**src/motax_defines.svh**
```systemverilog
// Notes on behaviour
// - motion events masked; error events never masked
// - bit 0 flags a normal stop
// - bit 1 flags buffered command start
// - bit 2 flags pre-register two empty
// - bits 8-12 flag comparators one to five
// - bit 13 flags counter clear input
// - bit 14 flags external latch capture
// - bit 15 flags home origin capture
// - bit 19 flags synchronous start activation
// - error interrupt unmaskable, cause as code
// - codes 0/1 soft limit stops
// - codes 2-4 comparator three to five stops
// - codes 5/6 hardware end-limit stops
// - code 7 servo alarm stop
// - code 8 sync stop or stop-all
// - code 9 emergency stop
// - code 10 slowdown decelerated stop
// - code 12 interpolation error, 15 overflow
// - code 13 stopped by other axis
// - code 14 pulse input buffer overflow
// - codes 16/17 signal errors, no stop
// - global axis is four times card plus index
// - comparator action: interrupt, stop, or slow
`ifndef MOTAX_DEFINES_SVH
`define MOTAX_DEFINES_SVH

// ----------------------------------------------------------------------
// motion event bit positions
// ----------------------------------------------------------------------
`define MOTAX_EV_W 32
`define MOTAX_EV_NORMAL_STOP 0
`define MOTAX_EV_BUF_START 1
`define MOTAX_EV_PREREG_EMPTY 2
`define MOTAX_EV_ACCEL_START 4
`define MOTAX_EV_ACCEL_END 5
`define MOTAX_EV_DECEL_START 6
`define MOTAX_EV_DECEL_END 7
`define MOTAX_EV_CMP_BASE 8
`define MOTAX_EV_COUNTER_CLEAR 13
`define MOTAX_EV_LATCH 14
`define MOTAX_EV_HOME_LATCH 15
`define MOTAX_EV_SLOWDOWN 16
`define MOTAX_EV_SYNC_START 19
`define MOTAX_EV_USED 32'h0009fff7
`define MOTAX_EV_RESET 32'h00000000

// ----------------------------------------------------------------------
// error codes
// ----------------------------------------------------------------------
`define MOTAX_ERR_W 5
`define MOTAX_ERR_N 18
`define MOTAX_ERR_SOFT_POS 0
`define MOTAX_ERR_SOFT_NEG 1
`define MOTAX_ERR_CMP3 2
`define MOTAX_ERR_CMP4 3
`define MOTAX_ERR_CMP5 4
`define MOTAX_ERR_END_POS 5
`define MOTAX_ERR_END_NEG 6
`define MOTAX_ERR_ALARM 7
`define MOTAX_ERR_SYNC_STOP 8
`define MOTAX_ERR_EMERGENCY 9
`define MOTAX_ERR_SLOWDOWN 10
`define MOTAX_ERR_INTERP 12
`define MOTAX_ERR_OTHER_AXIS 13
`define MOTAX_ERR_PULSE_BUF 14
`define MOTAX_ERR_INTERP_OVF 15
`define MOTAX_ERR_ENCODER 16
`define MOTAX_ERR_PULSE_SIG 17
`define MOTAX_ERR_RESET 5'h00

// ----------------------------------------------------------------------
// comparators and axis numbering
// ----------------------------------------------------------------------
`define MOTAX_NUM_CMP 5
`define MOTAX_AXES_PER_CARD 4
`define MOTAX_AXIS_IDX_W 2

`endif

```
**src/motax_err_encoder_unused_guard.sv**
```systemverilog
`timescale 1ns/1ps
`default_nettype none
`default_nettype wire

```
**src/motax_pkg.sv**
```systemverilog
`default_nettype none

package motax_pkg;

  // comparator action on a match
  typedef enum logic [1:0] {
    MOTAX_ACT_NONE = 2'h0,
    MOTAX_ACT_IRQ = 2'h1,
    MOTAX_ACT_STOP = 2'h2,
    MOTAX_ACT_SLOW = 2'h3
  } motax_action_t;

  // ramp phase, gray coded along idle, accel, cruise, decel
  typedef enum logic [1:0] {
    MOTAX_RAMP_IDLE = 2'h0,
    MOTAX_RAMP_ACCEL = 2'h1,
    MOTAX_RAMP_CRUISE = 2'h3,
    MOTAX_RAMP_DECEL = 2'h2
  } motax_ramp_t;

endpackage : motax_pkg

`default_nettype wire

```
**src/motax_event_latch.sv**
```systemverilog
`timescale 1ns/1ps
`default_nettype none
`include "motax_defines.svh"

module motax_event_latch #(
  parameter int WIDTH = 32,
  parameter logic [WIDTH-1:0] USED = '1
) (
  input wire logic clk,
  input wire logic resetn,
  input wire logic [WIDTH-1:0] set_bits,
  input wire logic [WIDTH-1:0] clear_bits,
  input wire logic [WIDTH-1:0] mask_bits,
  output logic [WIDTH-1:0] status_q,
  output logic irq_q
);

  generate
    if (WIDTH < 1) begin : g_bad_width
      $error("motax_event_latch: width must be at least 1");
    end
  endgenerate

  wire [WIDTH-1:0] status_d;
  wire [WIDTH-1:0] pending = status_d & mask_bits;

  // ----------------------------------------------------------------------
  // sticky bits, set wins over a same-cycle clear
  // ----------------------------------------------------------------------
  genvar i;
  generate
    for (i = 0; i < WIDTH; i++) begin : g_bit
      // unused positions are tied off so they never latch
      assign status_d[i] = USED[i] & (set_bits[i] | (status_q[i] & ~clear_bits[i]));
    end
  endgenerate

  always_ff @(posedge clk) begin
    if (!resetn) begin
      status_q <= '0;
      irq_q <= 1'b0;
    end else begin
      status_q <= status_d;
      irq_q <= |pending;
    end
  end

endmodule : motax_event_latch
`default_nettype wire

```
**src/motax_err_encoder.sv**
```systemverilog
`timescale 1ns/1ps
`default_nettype none
`include "motax_defines.svh"

module motax_err_encoder #(
  parameter int N = `MOTAX_ERR_N,
  parameter int CODE_W = `MOTAX_ERR_W
) (
  input wire logic [N-1:0] cause,
  output logic valid,
  output logic [CODE_W-1:0] code
);

  generate
    if (N > (1 << CODE_W)) begin : g_bad
      $error("motax_err_encoder: code width too small for cause count");
    end
  endgenerate

  // lowest code wins when causes coincide
  function automatic logic [CODE_W-1:0] first_set(input logic [N-1:0] v);
    logic [CODE_W-1:0] r;
    r = '0;
    for (int k = N - 1; k >= 0; k--) begin
      if (v[k]) begin
        r = CODE_W'(k);
      end
    end
    return r;
  endfunction : first_set

  assign valid = |cause;
  assign code = first_set(cause);

endmodule : motax_err_encoder
`default_nettype wire

```
**src/motax_axis_irq.sv**
```systemverilog
`timescale 1ns/1ps
`default_nettype none
`include "motax_defines.svh"

module motax_axis_irq #(
  parameter int CARD_ID_W = 4,
  parameter int AXIS_INDEX = 0
) (
  input wire logic clk,
  input wire logic resetn,
  // pins from the connector, asynchronous
  input wire logic counter_clear_input,
  input wire logic latch_input,
  input wire logic home_origin_input,
  input wire logic slowdown_input,
  input wire logic sync_start_input,
  input wire logic sync_stop_input,
  input wire logic emergency_stop_input,
  input wire logic end_limit_pos_input,
  input wire logic end_limit_neg_input,
  input wire logic servo_alarm_input,
  input wire logic [CARD_ID_W-1:0] card_id_switch,
  // pulses from the motion core, same clock
  input wire logic normal_stop_evt,
  input wire logic buf_cmd_start_evt,
  input wire logic prereg_empty_evt,
  input wire logic [`MOTAX_NUM_CMP-1:0] cmp_match_evt,
  input wire logic start_all_cmd,
  input wire logic stop_all_cmd,
  input wire logic interp_error_evt,
  input wire logic other_axis_stop_evt,
  input wire logic pulse_buf_ovf_evt,
  input wire logic interp_ovf_evt,
  input wire logic encoder_sig_error_evt,
  input wire logic pulse_sig_error_evt,
  // ramp phase levels from the pulse generator
  input wire logic axis_moving,
  input wire logic accel_active,
  input wire logic decel_active,
  // host side control
  input wire logic [`MOTAX_EV_W-1:0] motion_mask,
  input wire logic [`MOTAX_EV_W-1:0] motion_clear,
  input wire logic error_clear,
  input wire logic [2*`MOTAX_NUM_CMP-1:0] cmp_action,
  input wire logic slowdown_stop_en,
  // status and interrupts
  output logic [`MOTAX_EV_W-1:0] motion_status_q,
  output logic motion_irq_q,
  output logic error_irq_q,
  output logic [`MOTAX_ERR_W-1:0] error_code_q,
  output logic stop_now_q,
  output logic slow_stop_q,
  output logic [CARD_ID_W+`MOTAX_AXIS_IDX_W-1:0] global_axis_q
);

  generate
    if (AXIS_INDEX < 0 || AXIS_INDEX >= `MOTAX_AXES_PER_CARD) begin : g_bad_axis
      $error("motax_axis_irq: axis index must be 0 to 3");
    end
    if (CARD_ID_W < 1 || CARD_ID_W > 8) begin : g_bad_id
      $error("motax_axis_irq: card id width must be 1 to 8");
    end
  endgenerate

  // ----------------------------------------------------------------------
  // pin synchronisers and rising edge detect
  // ----------------------------------------------------------------------
  localparam int NPIN = 10;
  localparam int P_CCLEAR = 0;
  localparam int P_LTC = 1;
  localparam int P_HOME = 2;
  localparam int P_SLOW = 3;
  localparam int P_START = 4;
  localparam int P_STOP = 5;
  localparam int P_EMG = 6;
  localparam int P_ELP = 7;
  localparam int P_ELN = 8;
  localparam int P_ALM = 9;

  wire [NPIN-1:0] pin_raw = {servo_alarm_input, end_limit_neg_input, end_limit_pos_input,
                             emergency_stop_input, sync_stop_input, sync_start_input,
                             slowdown_input, home_origin_input, latch_input,
                             counter_clear_input};

  logic [NPIN-1:0] pin_meta_q;
  logic [NPIN-1:0] pin_sync_q;
  logic [NPIN-1:0] pin_last_q;
  logic [CARD_ID_W-1:0] id_meta_q;
  logic [CARD_ID_W-1:0] id_sync_q;

  // only the second stage and the edge-detect copy after it feed logic; the first is never looked at
  always_ff @(posedge clk) begin
    if (!resetn) begin
      pin_meta_q <= '0;
      pin_sync_q <= '0;
      pin_last_q <= '0;
      id_meta_q <= '0;
      id_sync_q <= '0;
    end else begin
      pin_meta_q <= pin_raw;
      pin_sync_q <= pin_meta_q;
      pin_last_q <= pin_sync_q;
      id_meta_q <= card_id_switch;
      id_sync_q <= id_meta_q;
    end
  end

  wire [NPIN-1:0] pin_rise = pin_sync_q & ~pin_last_q;

  // ----------------------------------------------------------------------
  // ramp phase tracker
  // ----------------------------------------------------------------------
  motax_pkg::motax_ramp_t ramp_q;
  motax_pkg::motax_ramp_t ramp_d;

  always_comb begin
    ramp_d = ramp_q;
    case (ramp_q)
      motax_pkg::MOTAX_RAMP_IDLE: begin
        if (decel_active) begin
          ramp_d = motax_pkg::MOTAX_RAMP_DECEL;
        end else if (accel_active) begin
          ramp_d = motax_pkg::MOTAX_RAMP_ACCEL;
        end
      end
      motax_pkg::MOTAX_RAMP_ACCEL: begin
        if (decel_active) begin
          ramp_d = motax_pkg::MOTAX_RAMP_DECEL;
        end else if (!accel_active) begin
          ramp_d = axis_moving ? motax_pkg::MOTAX_RAMP_CRUISE : motax_pkg::MOTAX_RAMP_IDLE;
        end
      end
      motax_pkg::MOTAX_RAMP_CRUISE: begin
        if (decel_active) begin
          ramp_d = motax_pkg::MOTAX_RAMP_DECEL;
        end else if (accel_active) begin
          ramp_d = motax_pkg::MOTAX_RAMP_ACCEL;
        end else if (!axis_moving) begin
          ramp_d = motax_pkg::MOTAX_RAMP_IDLE;
        end
      end
      motax_pkg::MOTAX_RAMP_DECEL: begin
        if (!decel_active) begin
          if (accel_active) begin
            ramp_d = motax_pkg::MOTAX_RAMP_ACCEL;
          end else begin
            ramp_d = axis_moving ? motax_pkg::MOTAX_RAMP_CRUISE : motax_pkg::MOTAX_RAMP_IDLE;
          end
        end
      end
      default: begin
        ramp_d = motax_pkg::MOTAX_RAMP_IDLE;
      end
    endcase
  end

  always_ff @(posedge clk) begin
    if (!resetn) begin
      ramp_q <= motax_pkg::MOTAX_RAMP_IDLE;
    end else begin
      ramp_q <= ramp_d;
    end
  end

  // one pulse per phase edge, never repeated while the phase holds
  wire in_accel = (ramp_q == motax_pkg::MOTAX_RAMP_ACCEL);
  wire to_accel = (ramp_d == motax_pkg::MOTAX_RAMP_ACCEL);
  wire in_decel = (ramp_q == motax_pkg::MOTAX_RAMP_DECEL);
  wire to_decel = (ramp_d == motax_pkg::MOTAX_RAMP_DECEL);
  wire accel_start = to_accel & ~in_accel;
  wire accel_end = in_accel & ~to_accel;
  wire decel_start = to_decel & ~in_decel;
  wire decel_end = in_decel & ~to_decel;

  // ----------------------------------------------------------------------
  // comparator action decode
  // ----------------------------------------------------------------------
  function automatic motax_pkg::motax_action_t action_of(input int idx);
    return motax_pkg::motax_action_t'(cmp_action[2*idx +: 2]);
  endfunction : action_of

  wire [`MOTAX_NUM_CMP-1:0] cmp_irq;
  wire [`MOTAX_NUM_CMP-1:0] cmp_stop;
  wire [`MOTAX_NUM_CMP-1:0] cmp_slow;

  genvar c;
  generate
    for (c = 0; c < `MOTAX_NUM_CMP; c++) begin : g_cmp
      assign cmp_irq[c] = cmp_match_evt[c] & (action_of(c) == motax_pkg::MOTAX_ACT_IRQ);
      assign cmp_stop[c] = cmp_match_evt[c] & (action_of(c) == motax_pkg::MOTAX_ACT_STOP);
      assign cmp_slow[c] = cmp_match_evt[c] & (action_of(c) == motax_pkg::MOTAX_ACT_SLOW);
    end
  endgenerate

  wire [`MOTAX_NUM_CMP-1:0] cmp_halt = cmp_stop | cmp_slow;

  // ----------------------------------------------------------------------
  // motion event vector
  // ----------------------------------------------------------------------
  logic [`MOTAX_EV_W-1:0] motion_set;

  always_comb begin
    motion_set = '0;
    motion_set[`MOTAX_EV_NORMAL_STOP] = normal_stop_evt;
    motion_set[`MOTAX_EV_BUF_START] = buf_cmd_start_evt;
    motion_set[`MOTAX_EV_PREREG_EMPTY] = prereg_empty_evt;
    motion_set[`MOTAX_EV_ACCEL_START] = accel_start;
    motion_set[`MOTAX_EV_ACCEL_END] = accel_end;
    motion_set[`MOTAX_EV_DECEL_START] = decel_start;
    motion_set[`MOTAX_EV_DECEL_END] = decel_end;
    motion_set[`MOTAX_EV_CMP_BASE +: `MOTAX_NUM_CMP] = cmp_irq;
    motion_set[`MOTAX_EV_COUNTER_CLEAR] = pin_rise[P_CCLEAR];
    motion_set[`MOTAX_EV_LATCH] = pin_rise[P_LTC];
    motion_set[`MOTAX_EV_HOME_LATCH] = pin_rise[P_HOME];
    motion_set[`MOTAX_EV_SLOWDOWN] = pin_rise[P_SLOW];
    motion_set[`MOTAX_EV_SYNC_START] = pin_rise[P_START] | start_all_cmd;
  end

  motax_event_latch #(
    .WIDTH(`MOTAX_EV_W),
    .USED(`MOTAX_EV_USED)
  ) u_motion (
    .clk(clk),
    .resetn(resetn),
    .set_bits(motion_set),
    .clear_bits(motion_clear),
    .mask_bits(motion_mask),
    .status_q(motion_status_q),
    .irq_q(motion_irq_q)
  );

  // ----------------------------------------------------------------------
  // error causes, no mask anywhere on this path
  // ----------------------------------------------------------------------
  logic [`MOTAX_ERR_N-1:0] err_cause;
  wire slow_err = pin_rise[P_SLOW] & slowdown_stop_en;

  always_comb begin
    err_cause = '0;
    err_cause[`MOTAX_ERR_SOFT_POS] = cmp_halt[0];
    err_cause[`MOTAX_ERR_SOFT_NEG] = cmp_halt[1];
    err_cause[`MOTAX_ERR_CMP3] = cmp_halt[2];
    err_cause[`MOTAX_ERR_CMP4] = cmp_halt[3];
    err_cause[`MOTAX_ERR_CMP5] = cmp_halt[4];
    err_cause[`MOTAX_ERR_END_POS] = pin_rise[P_ELP];
    err_cause[`MOTAX_ERR_END_NEG] = pin_rise[P_ELN];
    err_cause[`MOTAX_ERR_ALARM] = pin_rise[P_ALM];
    err_cause[`MOTAX_ERR_SYNC_STOP] = pin_rise[P_STOP] | stop_all_cmd;
    err_cause[`MOTAX_ERR_EMERGENCY] = pin_rise[P_EMG];
    err_cause[`MOTAX_ERR_SLOWDOWN] = slow_err;
    err_cause[`MOTAX_ERR_INTERP] = interp_error_evt;
    err_cause[`MOTAX_ERR_OTHER_AXIS] = other_axis_stop_evt;
    err_cause[`MOTAX_ERR_PULSE_BUF] = pulse_buf_ovf_evt;
    err_cause[`MOTAX_ERR_INTERP_OVF] = interp_ovf_evt;
    err_cause[`MOTAX_ERR_ENCODER] = encoder_sig_error_evt;
    err_cause[`MOTAX_ERR_PULSE_SIG] = pulse_sig_error_evt;
  end

  wire err_valid;
  wire [`MOTAX_ERR_W-1:0] err_code;

  motax_err_encoder #(
    .N(`MOTAX_ERR_N),
    .CODE_W(`MOTAX_ERR_W)
  ) u_enc (
    .cause(err_cause),
    .valid(err_valid),
    .code(err_code)
  );

  // codes 15 to 17 report without halting the axis
  wire hard_stop = |cmp_stop | pin_rise[P_ELP] | pin_rise[P_ELN] | pin_rise[P_ALM]
                 | err_cause[`MOTAX_ERR_SYNC_STOP] | pin_rise[P_EMG]
                 | interp_error_evt | other_axis_stop_evt | pulse_buf_ovf_evt;
  wire soft_stop = |cmp_slow | slow_err;

  // first error is kept until the host clears; a new one in the clear cycle wins
  wire err_take = err_valid & (~error_irq_q | error_clear);
  wire err_pend_d = err_valid | (error_irq_q & ~error_clear);
  wire [`MOTAX_ERR_W-1:0] err_code_d = err_take ? err_code : error_code_q;

  // ----------------------------------------------------------------------
  // global axis number
  // ----------------------------------------------------------------------
  localparam logic [`MOTAX_AXIS_IDX_W-1:0] AXIS_IDX = `MOTAX_AXIS_IDX_W'(AXIS_INDEX);
  wire [CARD_ID_W+`MOTAX_AXIS_IDX_W-1:0] axis_num = {id_sync_q, AXIS_IDX};

  always_ff @(posedge clk) begin
    if (!resetn) begin
      error_irq_q <= 1'b0;
      error_code_q <= `MOTAX_ERR_RESET;
      stop_now_q <= 1'b0;
      slow_stop_q <= 1'b0;
      global_axis_q <= '0;
    end else begin
      error_irq_q <= err_pend_d;
      error_code_q <= err_code_d;
      stop_now_q <= hard_stop;
      slow_stop_q <= soft_stop & ~hard_stop;
      global_axis_q <= axis_num;
    end
  end

endmodule : motax_axis_irq
`default_nettype wire

```
**config.mk**
```make
export PLATFORM = sky130hd
export DESIGN_NAME = motax_axis_irq
export DESIGN_NICKNAME = d
export VERILOG_FILES = /design/src/motax_err_encoder_unused_guard.sv /design/src/motax_pkg.sv /design/src/motax_event_latch.sv /design/src/motax_err_encoder.sv /design/src/motax_axis_irq.sv
export VERILOG_INCLUDE_DIRS = /design/src
export SDC_FILE = /design/constraint.sdc
export NUM_CORES = 1
export LEC_CHECK = 0
export BUFFER_PORTS_ARGS = -buffer_cell sky130_fd_sc_hd__buf_2
export CAP_MARGIN = 20
export CORE_MARGIN = 2
export CORE_UTILIZATION = 40
export DETAILED_ROUTE_END_ITERATION = 8
export PLACE_DENSITY = 0.81
export SYNTH_ARGS = -nofsm -noshare
export SYNTH_HDL_FRONTEND = slang
export SYNTH_SLANG_ARGS = --single-unit
export TNS_END_PERCENT = 1
```
**constraint.sdc**
```tcl
create_clock -name clk -period 2 [get_ports clk]
set_input_delay 0.4 -clock clk [delete_from_list [all_inputs] [get_ports clk]]
set_output_delay 0.4 -clock clk [all_outputs]
set_load 0.02 [all_outputs]
```
==> impl_metrics.ini, run 1 <==
[die]
dieArea_mm2 = 0.007561
die_h_um = 86.96
io-pin-count = 158
fp.dieW_um = 86.96
row_count = 30
start_util_pct = 40.97
core_mm2 = 0.006719

[global_route]
grt_pass1_wl_mm = 9.639
antenna_found_initial = 0
grt_overflow_total = 0
grt_pass1_vias = 2132
grt_use_total_pct = 16.73
grt_max_degree = 28

[sta]
max_freq_mhz = 543.8
drv_slew = 0
setup_ws_ns = 0.1610
setup_viol = 0
layout_min_cycle_time_ns = 1.839
slew-limit-headroom_pct = 65.42
hold_viol = 0
rsz0062_at_grt = false
worst_pin_slew_ns = 0.5181
period_share_pct = 91.95
skew_ns = 0.009143

[route]
routed_wl_mm = 6.275
vias_per_cell = 4.671
drc = 0
dr_total_vias = 2373
ant_nets = 0
drtIter0Drc = 93
firstDrtPassIters = 4
detail_route.wl_per_cell_um = 12.35

[layout]
nNetsFinal = 534
fin_cells = 508
area_growth_pct = 30.09
fillers = 663
drive_gt1_share_pct = 32.94
final_cell_mix = 110 x buf_2, 70 x dfxtp_1, 50 x and2_1, 25 x inv_1, 24 x nor2_1
utilization_pct = 53.30
final_common_cell = buf_2
num_antenna_cells = 0

[critical_path]
crit_path_start = pin_sync_q[7]
worstPathArrival_ns = 2.06
crit_path_start_kind = flop
required_ns = 2.23
crit_path_top_delay_cell = or4_4
critPathMaxStageDelay_ns = 0.54
r2r_start = pin_sync_q[7]
critical_path.top_delay_family = compound AO/OA/AOI/OAI gates
cp_max_fo = 6
reg2reg_depth = 5
timing.rr.end = error_code_q[1]
worstSetupEndpointType = flop
critPathBufInv = 0
crit_path_cell_trace = nor2b_4 > a2111o_1 > or4_4 > o2111ai_1 > o22ai_1
rrSetupSlack_ns = 0.16
path_class = flop to flop

[cts]
htree_levels = 3
tritoncts = built
cts_root_buf = clkbuf_8
cts_buffers = 9
cts_hold_buf = 0
clock_sinks = 70
clkSlewWorstSetupHoldPaths_ns = 0.08
clock_latency_ns = 0.34
clock_path_buffers = 2
post_cts_buffers = 0

[power]
p_switching_w = 0.0007974
p_seq_share_pct = 49.0
clock_power_share_pct = 38.1
leakage_nw = 1.687
p_sw_share_pct = 26.42
p_per_area_mw_per_mm2 = 842.6
combPwrFrac_pct = 12.9
intPower_w = 0.002220
ir_worst_vdd_uv = 484.1

[logic_synthesis]
syn_avg_cell_area_um2 = 9.115
synth_edf_count = 0
synth_cell_types = 44
ys_seq_area_share_pct = 50.91
syn_inst = 302
ys_warn_count = 0
ys_seq_elements = 70
async_flop_share_pct = 0
synth_top_flop_cell = dfxtp_1
synthesis.area_mm2 = 0.002753

[min_path]
holdPathStages = 2
hp-start = card_id_switch[0]
hp-class = input pin to flop
hold_path_end = id_meta_q[0]

[placed_design]
dp_cells = 492
portBuffers = 110
place_congestion = 0.8345
place_hpwl_mm = 4.905
pre_cts_slack_ns = 0.003499

[run_status]
status = finished, final reports clean

[flow_run]
cap_violations = 0
## routing by layer
layer | routed length, um | up-vias | share of wire, % | track usage (%)
met3 | 398 | 11 | 6.3 | 3.981
met2 | 2957 | 89 | 47 | 26.37
met5 | 0 | - | 0 | 0
met1 | 2791 | 1057 | 44 | 21.18
met4 | 128 | 0 | 2.0 | 8.807
li1 | - | 1216 | - | -
## cell families (layout without fill, tap and decap cells)
family,after synthesis,count (layout),share of synthesized area [%]
simple gates,128,128,26.09
flops,70,70,50.91
compound gates,53,53,13.68
buf+inv,50,160,9.182
other cells,1,17,0.1362
## Yosys cell counts, drive strengths merged (3+ instances only)
cell	number	share of area, %
dfxtp	70	51
and2	51	12
inv	25	3.4
nor2	24	3.3
buf	18	4.8
nand2	13	1.8
nor2b	11	2.8
o21ai	11	2.0
o22ai	8	1.8
clkbuf	7	0.95
nand3	7	1.3
nand3b	6	1.6
a21oi	5	1.0
nand2b	5	1.1
a22oi	3	0.82
nand4	3	0.68
nor4	3	0.68
o21a	3	0.82
## layout make-up
class / count / area (um2) / share of cell area, %
sequential: 70 / 1401 / 39.13
inverter: 25 / 93.84 / 2.621
multi-input combinational: 198 / 1162 / 32.46
timing repair buffer: 119 / 618.1 / 17.26
clock inverter: 7 / 81.33 / 2.271
tap: 80 / 100.1 / 2.795
clock buffer: 9 / 123.9 / 3.459
## state kept, by name, summed over array words and instances, names as in the netlist
register           flops
id_meta_q              4
pin_sync_q            10
error_code_q           5
pin_last_q            10
stop_now_q             1
id_sync_q              4
error_irq_q            1
ramp_q                 2
slow_stop_q            1
u_motion.status_q     17
u_motion.irq_q         1
global_axis_q          4
pin_meta_q            10
## how the worst max path moves through the flow
stage,slack (ns),endpoint,cells past startpoint
after floorplan,0.21,error_code_q[0],5
after global placement,-0.01,error_code_q[0],5
after detailed placement,0.003,error_code_q[1],5
final,0.16,error_code_q[1],5
after CTS,0.08,error_code_q[1],5
after global routing,0.08,error_code_q[2],5
## what timing repair did
action	4_1_cts	5_1_grt
gates resized for setup	0	1
setup endpoints to repair	0	1
hold endpoints to repair	0	0
## power groups by stage
| stage | clock network [W] | registers (W) | logic [W] |
|---|---|---|---|
| 3_3_place_gp | 0 | 0.00151 | 0.000385 |
| 3_5_place_dp | 0 | 0.00151 | 0.000388 |
| 4_1_cts | 0.00118 | 0.00148 | 0.000390 |
| 2_1_floorplan | 0 | 0.00154 | 0.000208 |
| 5_1_grt | 0.00126 | 0.00148 | 0.000433 |
| 6_report | 0.00115 | 0.00148 | 0.000389 |
## per-stage QoR
step | setup TNS (ns) | instance area (um2) | power (W) | hold slack [ns]
floorplan | 0 | 2813 | 0.001750 | 0.4037
global placement | -0.01418 | 3372 | 0.001894 | 0.4117
detailed placement | 0 | 3372 | 0.001900 | 0.4122
CTS | 0 | 3577 | 0.003053 | 0.2380
global route | 0 | 3581 | 0.003173 | 0.2403
finish | 0 | 3581 | 0.003017 | 0.2564
(Power assumes the default switching activity.)
==> run 2: changes to the inputs <==
- CORE_ASPECT_RATIO: default -> 1.4
- CORE_MARGIN: 2 -> 4
==> run 2 against run 1 <==
  * Critical path type unchanged
  * Sequential cell count did not move
  * Maximum frequency rose by 0.36%
  * Sequential share of layout area fell by 0.37 points
  * Clock power rose by 17%
  * Power rose by 6.7%
  * Non-clock buffer count fell by 3
  * Highest routed layer unchanged
  * Largest power group unchanged
  * Via count rose by 1.5%
  * Routed wire length rose by 6.9%
  * Largest cell class unchanged
  * Die area rose by 9.7%
==> impl_metrics.ini, run 2 (synthesis results as in run 1) <==
[cts]
clock_sinks = 70
clock_path_buffers = 2
tritoncts = built
clkSlewWorstSetupHoldPaths_ns = 0.07
cts_hold_buf = 0
htree_levels = 3
cts_buffers = 9
clock_latency_ns = 0.33
cts_root_buf = clkbuf_8

[sta]
period_share_pct = 91.62
slew-limit-headroom_pct = 65.81
skew_ns = 0.004909
setup_viol = 0
hold_viol = 0
drv_slew = 0
setup_ws_ns = 0.1675
max_freq_mhz = 545.7
worst_pin_slew_ns = 0.5123
rsz0062_at_grt = false
layout_min_cycle_time_ns = 1.832
holdWs_ns = 0.2735

[layout]
ff_latch_area_mm2 = 0.001401
area_growth_pct = 31.32
multi_input_area_mm2 = 0.001162
fillers = 632
largest-register = u_motion.status_q
fin_cells = 517
final_cell_mix = 110 x buf_2, 70 x dfxtp_1, 50 x and2_1, 25 x inv_1, 24 x nor2_1
nNetsFinal = 531
drive_gt1_share_pct = 32.47
finalInstanceArea_mm2 = 0.003615
utilization_pct = 54.30
num_antenna_cells = 0
largest_reg_flops = 17
final_common_cell = buf_2

[die]
start_util_pct = 41.35
row_count = 35
io-pin-count = 158
dieArea_mm2 = 0.008292
fp.dieW_um = 78.11
die_h_um = 106.2
core_mm2 = 0.006656

[route]
drc = 0
drtIter0Drc = 73
vias_per_cell = 4.658
detail_route.wl_per_cell_um = 12.97
ant_nets = 0
firstDrtPassIters = 4
routed_wl_mm = 6.706
dr_total_vias = 2408

[flow_run]
cap_violations = 0

[critical_path]
critPathBufInv = 0
crit_path_start_kind = flop
worstSetupEndpointType = flop
critPathMaxStageDelay_ns = 0.53
path_class = flop to flop
cp_max_fo = 6
required_ns = 2.21
worstPathArrival_ns = 2.04
crit_path_cell_trace = nor2b_4 > a2111o_1 > or4_4 > o2111ai_1 > o32ai_1
crit_path_top_delay_cell = or4_4
critical_path.top_delay_family = compound AO/OA/AOI/OAI gates

[power]
p_sw_share_pct = 22.73
p_seq_share_pct = 46.0
intPower_w = 0.002488
ir_worst_vdd_uv = 483.2
p_switching_w = 0.0007317
p_per_area_mw_per_mm2 = 890.6
clock_power_share_pct = 42.0
leakage_nw = 1.697
combPwrFrac_pct = 12.0

[placed_design]
place_congestion = 0.9763
portBuffers = 110
pre_cts_slack_ns = -0.005097
dp_cells = 501
place_hpwl_mm = 5.409
dpl-instance-area_mm2 = 0.003364

[global_route]
antenna_found_initial = 0
grt_use_total_pct = 16.31
grt_pass1_vias = 2342
grt_overflow_total = 0
grt_pass1_wl_mm = 10.49
grt_max_degree = 36

[min_path]
hp-class = input pin to flop

[run_status]
status = finished, final reports clean
==> run 2: cell types whose count changed in the layout (fill, tap and decap cells not counted) <==
cell,delta
buf_4,-3
bufinv_16,+2
clkinv_2,+2
clkinv_4,-2
inv_6,-2
clkbuf_8,+1
clkinvlp_4,-1
==> run 2: final cells by class <==
type                            instances  area share [%]
Clock inverter                          6           3.011
Timing Repair Buffer                  116           16.48
Inverter                               25           2.596
Clock buffer                           10           3.808
Sequential cell                        70           38.77
Tap cell                               92           3.184
Multi-Input combinational cell        198           32.16
==> run 2: final timing paths <==
check                       start              end  slack (ns)  cells after the start
setup / recovery    pin_sync_q[7]  error_code_q[0]        0.17                      5
hold / removal    sync_stop_input    pin_meta_q[5]        0.27                      2
setup reg to reg    pin_sync_q[7]  error_code_q[0]        0.17                      5
hold reg to reg     pin_sync_q[9]    pin_last_q[9]        0.43                      2
==> run 2: power groups by stage <==
| stage | sequential, W | combinational, W | clock, W |
|---|---|---|---|
| finish | 0.00148 | 0.000387 | 0.00135 |
| global route | 0.00149 | 0.000427 | 0.00145 |
| CTS | 0.00148 | 0.000388 | 0.00140 |
| detailed placement | 0.00151 | 0.000387 | 0 |
| global placement | 0.00151 | 0.000379 | 0 |
| floorplan | 0.00154 | 0.000208 | 0 |
==> run 2: worst reg2reg max path, cell delays in order, from the launching register on <==
cell and delay (ns):
dfxtp_1 0.32, nor2b_4 0.14, a2111o_1 0.40, or4_4 0.53, o2111ai_1 0.22, o32ai_1 0.10
==> run 2: per-stage QoR <==
stage	setup TNS [ns]	power (W)
global placement	0	0.001890
detailed placement	-0.005097	0.001900
finish	0	0.003219
CTS	0	0.003268
floorplan	0	0.001750
global route	0	0.003369
==> run 2: layer usage <==
layer / routed length [um] / part of all wire (%) / vias up / GRT usage [%]
met5: 0 / 0 / - / 0
met4: 197 / 2.9 / 0 / 10.50
met3: 442 / 6.6 / 15 / 3.220
met2: 3661 / 55 / 102 / 29.29
met1: 2405 / 36 / 1081 / 17.04
li1: - / - / 1210 / -
==> run 2: timing repair <==
item	in CTS	in global routing
setup buffers	0	0
gates resized for setup	0	1
setup endpoints to repair	0	1
==> run 3: changes to the inputs <==
- PLACE_DENSITY: 0.81 -> 0.74
==> run 3 against run 2 <==
  * Combinational power shrank 1%
  * Via count decreased by 0.42%
  * Utilization is 0.98 points lower
  * Maximum frequency about the same
  * Count of clock-buffer cells in the layout stayed put
  * Register-to-register slack about the same
  * Design area is 1.8% lower
  * Critical path depth unchanged
  * Global-route usage shrank 0.68 points
  * Routed wire length shrank 2.5%
  * Worst setup slack about the same
  * Critical endpoint unchanged
  * Largest power group unchanged
==> impl_metrics.ini, run 3 (synthesis results as in run 1) <==
[critical_path]
crit_path_start_kind = flop
crit_path_start = pin_sync_q[7]
worstPathArrival_ns = 2.04
cp_max_fo = 6
worstSetupEndpointType = flop
path_class = flop to flop
r2r_start = pin_sync_q[7]
timing.rr.end = error_code_q[0]
rrSetupSlack_ns = 0.17
required_ns = 2.21
reg2reg_depth = 5

[sta]
skew_ns = 0.01672
rsz0062_at_grt = false
worst_pin_slew_ns = 0.5493
slew-limit-headroom_pct = 63.34
max_freq_mhz = 545.6
drv_slew = 0
hold_viol = 0
layout_min_cycle_time_ns = 1.833
setup_viol = 0
period_share_pct = 91.65

[die]
dieArea_mm2 = 0.008292
io-pin-count = 158
core_mm2 = 0.006656
fp.dieW_um = 78.11
start_util_pct = 41.35
die_h_um = 106.2
row_count = 35

[placed_design]
dpl-instance-area_mm2 = 0.003357
place_congestion = 0.9095
dp_cells = 500
place_hpwl_mm = 5.262
portBuffers = 110

[route]
firstDrtPassIters = 4
vias_per_cell = 4.647
drc = 0
ant_nets = 0
detail_route.wl_per_cell_um = 12.67
dr_total_vias = 2398
routed_wl_mm = 6.539
drtIter0Drc = 80

[cts]
clkSlewWorstSetupHoldPaths_ns = 0.08
htree_levels = 3
cts_root_buf = clkbuf_8
cts_buffers = 9
post_cts_buffers = 0
tritoncts = built
clock_sinks = 70
clock_latency_ns = 0.34
clock_path_buffers = 2

[global_route]
grt_pass1_vias = 2285
grt_use_met3_pct = 4.492
grt_use_total_pct = 15.63
grt_pass1_wl_mm = 10.09
grt_max_degree = 26
met2_usage_pct = 26.53
grt_overflow_total = 0
antenna_found_initial = 0
grt_busiest_layer = met2
globalRouteMet1Util_pct = 16.42

[min_path]
holdPathStages = 2
hp-class = input pin to flop
hold_path_end = pin_meta_q[1]
hp-start = latch_input

[layout]
nNetsFinal = 530
num_antenna_cells = 0
drive_gt1_share_pct = 32.31
area_growth_pct = 28.95
largest_reg_flops = 17
final_cell_mix = 110 x buf_2, 70 x dfxtp_1, 50 x and2_1, 25 x inv_1, 24 x nor2_1
finalInstanceArea_mm2 = 0.003550
fin_cells = 516
final_common_cell = buf_2
largest-register = u_motion.status_q

[power]
p_seq_share_pct = 50.7
p_per_area_mw_per_mm2 = 820.6
clock_power_share_pct = 36.1
p_switching_w = 0.0007847
p_sw_share_pct = 26.94
intPower_w = 0.002128
combPwrFrac_pct = 13.2
ir_worst_vdd_uv = 450.7
leakage_nw = 1.661

[run_status]
status = finished, final reports clean

[flow_run]
cap_violations = 0
==> run 3: cell count changes in the layout (fill, tap and decap cells not counted), sizes merged <==
cell      delta
clkinv       -2
buf          -1
inv          +4
bufinv       -3
clkinvlp     +1
==> run 3: what timing repair did <==
action,4_1_cts,5_1_grt
endpoints found under the setup margin,0,3
gates resized for setup,0,1
hold buffers,0,0
==> run 3: per-stage QoR <==
stage               power (W)  worst slack, ns   TNS (ns)  hold WS, ns  utilization, %
floorplan            0.001750           0.2122          0       0.4037               -
global placement     0.001884          0.03570          0       0.4126           50.43
detailed placement   0.001894        -0.001970  -0.001970       0.4165           50.43
CTS                  0.002959          0.07805          0       0.2455           53.27
global route         0.003068          0.08755          0       0.2431           53.33
finish               0.002913           0.1671          0       0.2653           53.33
==> run 3: power by group through the flow <==
stage          sequential [W]  combinational [W]  clock, W
4_1_cts               0.00148           0.000384   0.00110
2_1_floorplan         0.00154           0.000208         0
6_report              0.00148           0.000383   0.00105
3_3_place_gp          0.00151           0.000376         0
3_5_place_dp          0.00151           0.000383         0
5_1_grt               0.00149           0.000421   0.00116
==> run 3: how the worst max path moves through the flow <==
| stage | end | depth (start not counted) | slack (ns) |
|---|---|---|---|
| final | error_code_q[0] | 5 | 0.17 |
| after global routing | error_code_q[0] | 5 | 0.09 |
| after CTS | error_code_q[0] | 5 | 0.08 |
| after detailed placement | error_code_q[0] | 5 | -0.002 |
| after global placement | error_code_q[0] | 5 | 0.04 |
| after floorplan | error_code_q[0] | 5 | 0.21 |
==> run 3: final cells by class <==
class / instances / area (um2)
Clock buffer: 10 / 137.6
Clock inverter: 6 / 51.30
Fill cell: 656 / 3107
Inverter: 25 / 93.84
Multi-Input combinational cell: 198 / 1162
Sequential cell: 70 / 1401
Tap cell: 92 / 115.1
Timing Repair Buffer: 115 / 588.1
==> run 3: critical path, stage by stage, from the launching register on <==
cell and delay [ns]:
dfxtp_1 0.32, nor2b_4 0.13, a2111o_1 0.42, or4_4 0.54, o2111ai_1 0.21, o32ai_1 0.10
==> run 3: per-layer routing <==
metal | wire (um) | vias up
met4 | 301 | 0
met5 | 0 | -
met1 | 2509 | 1057
li1 | - | 1213
met2 | 3261 | 100
met3 | 466 | 28
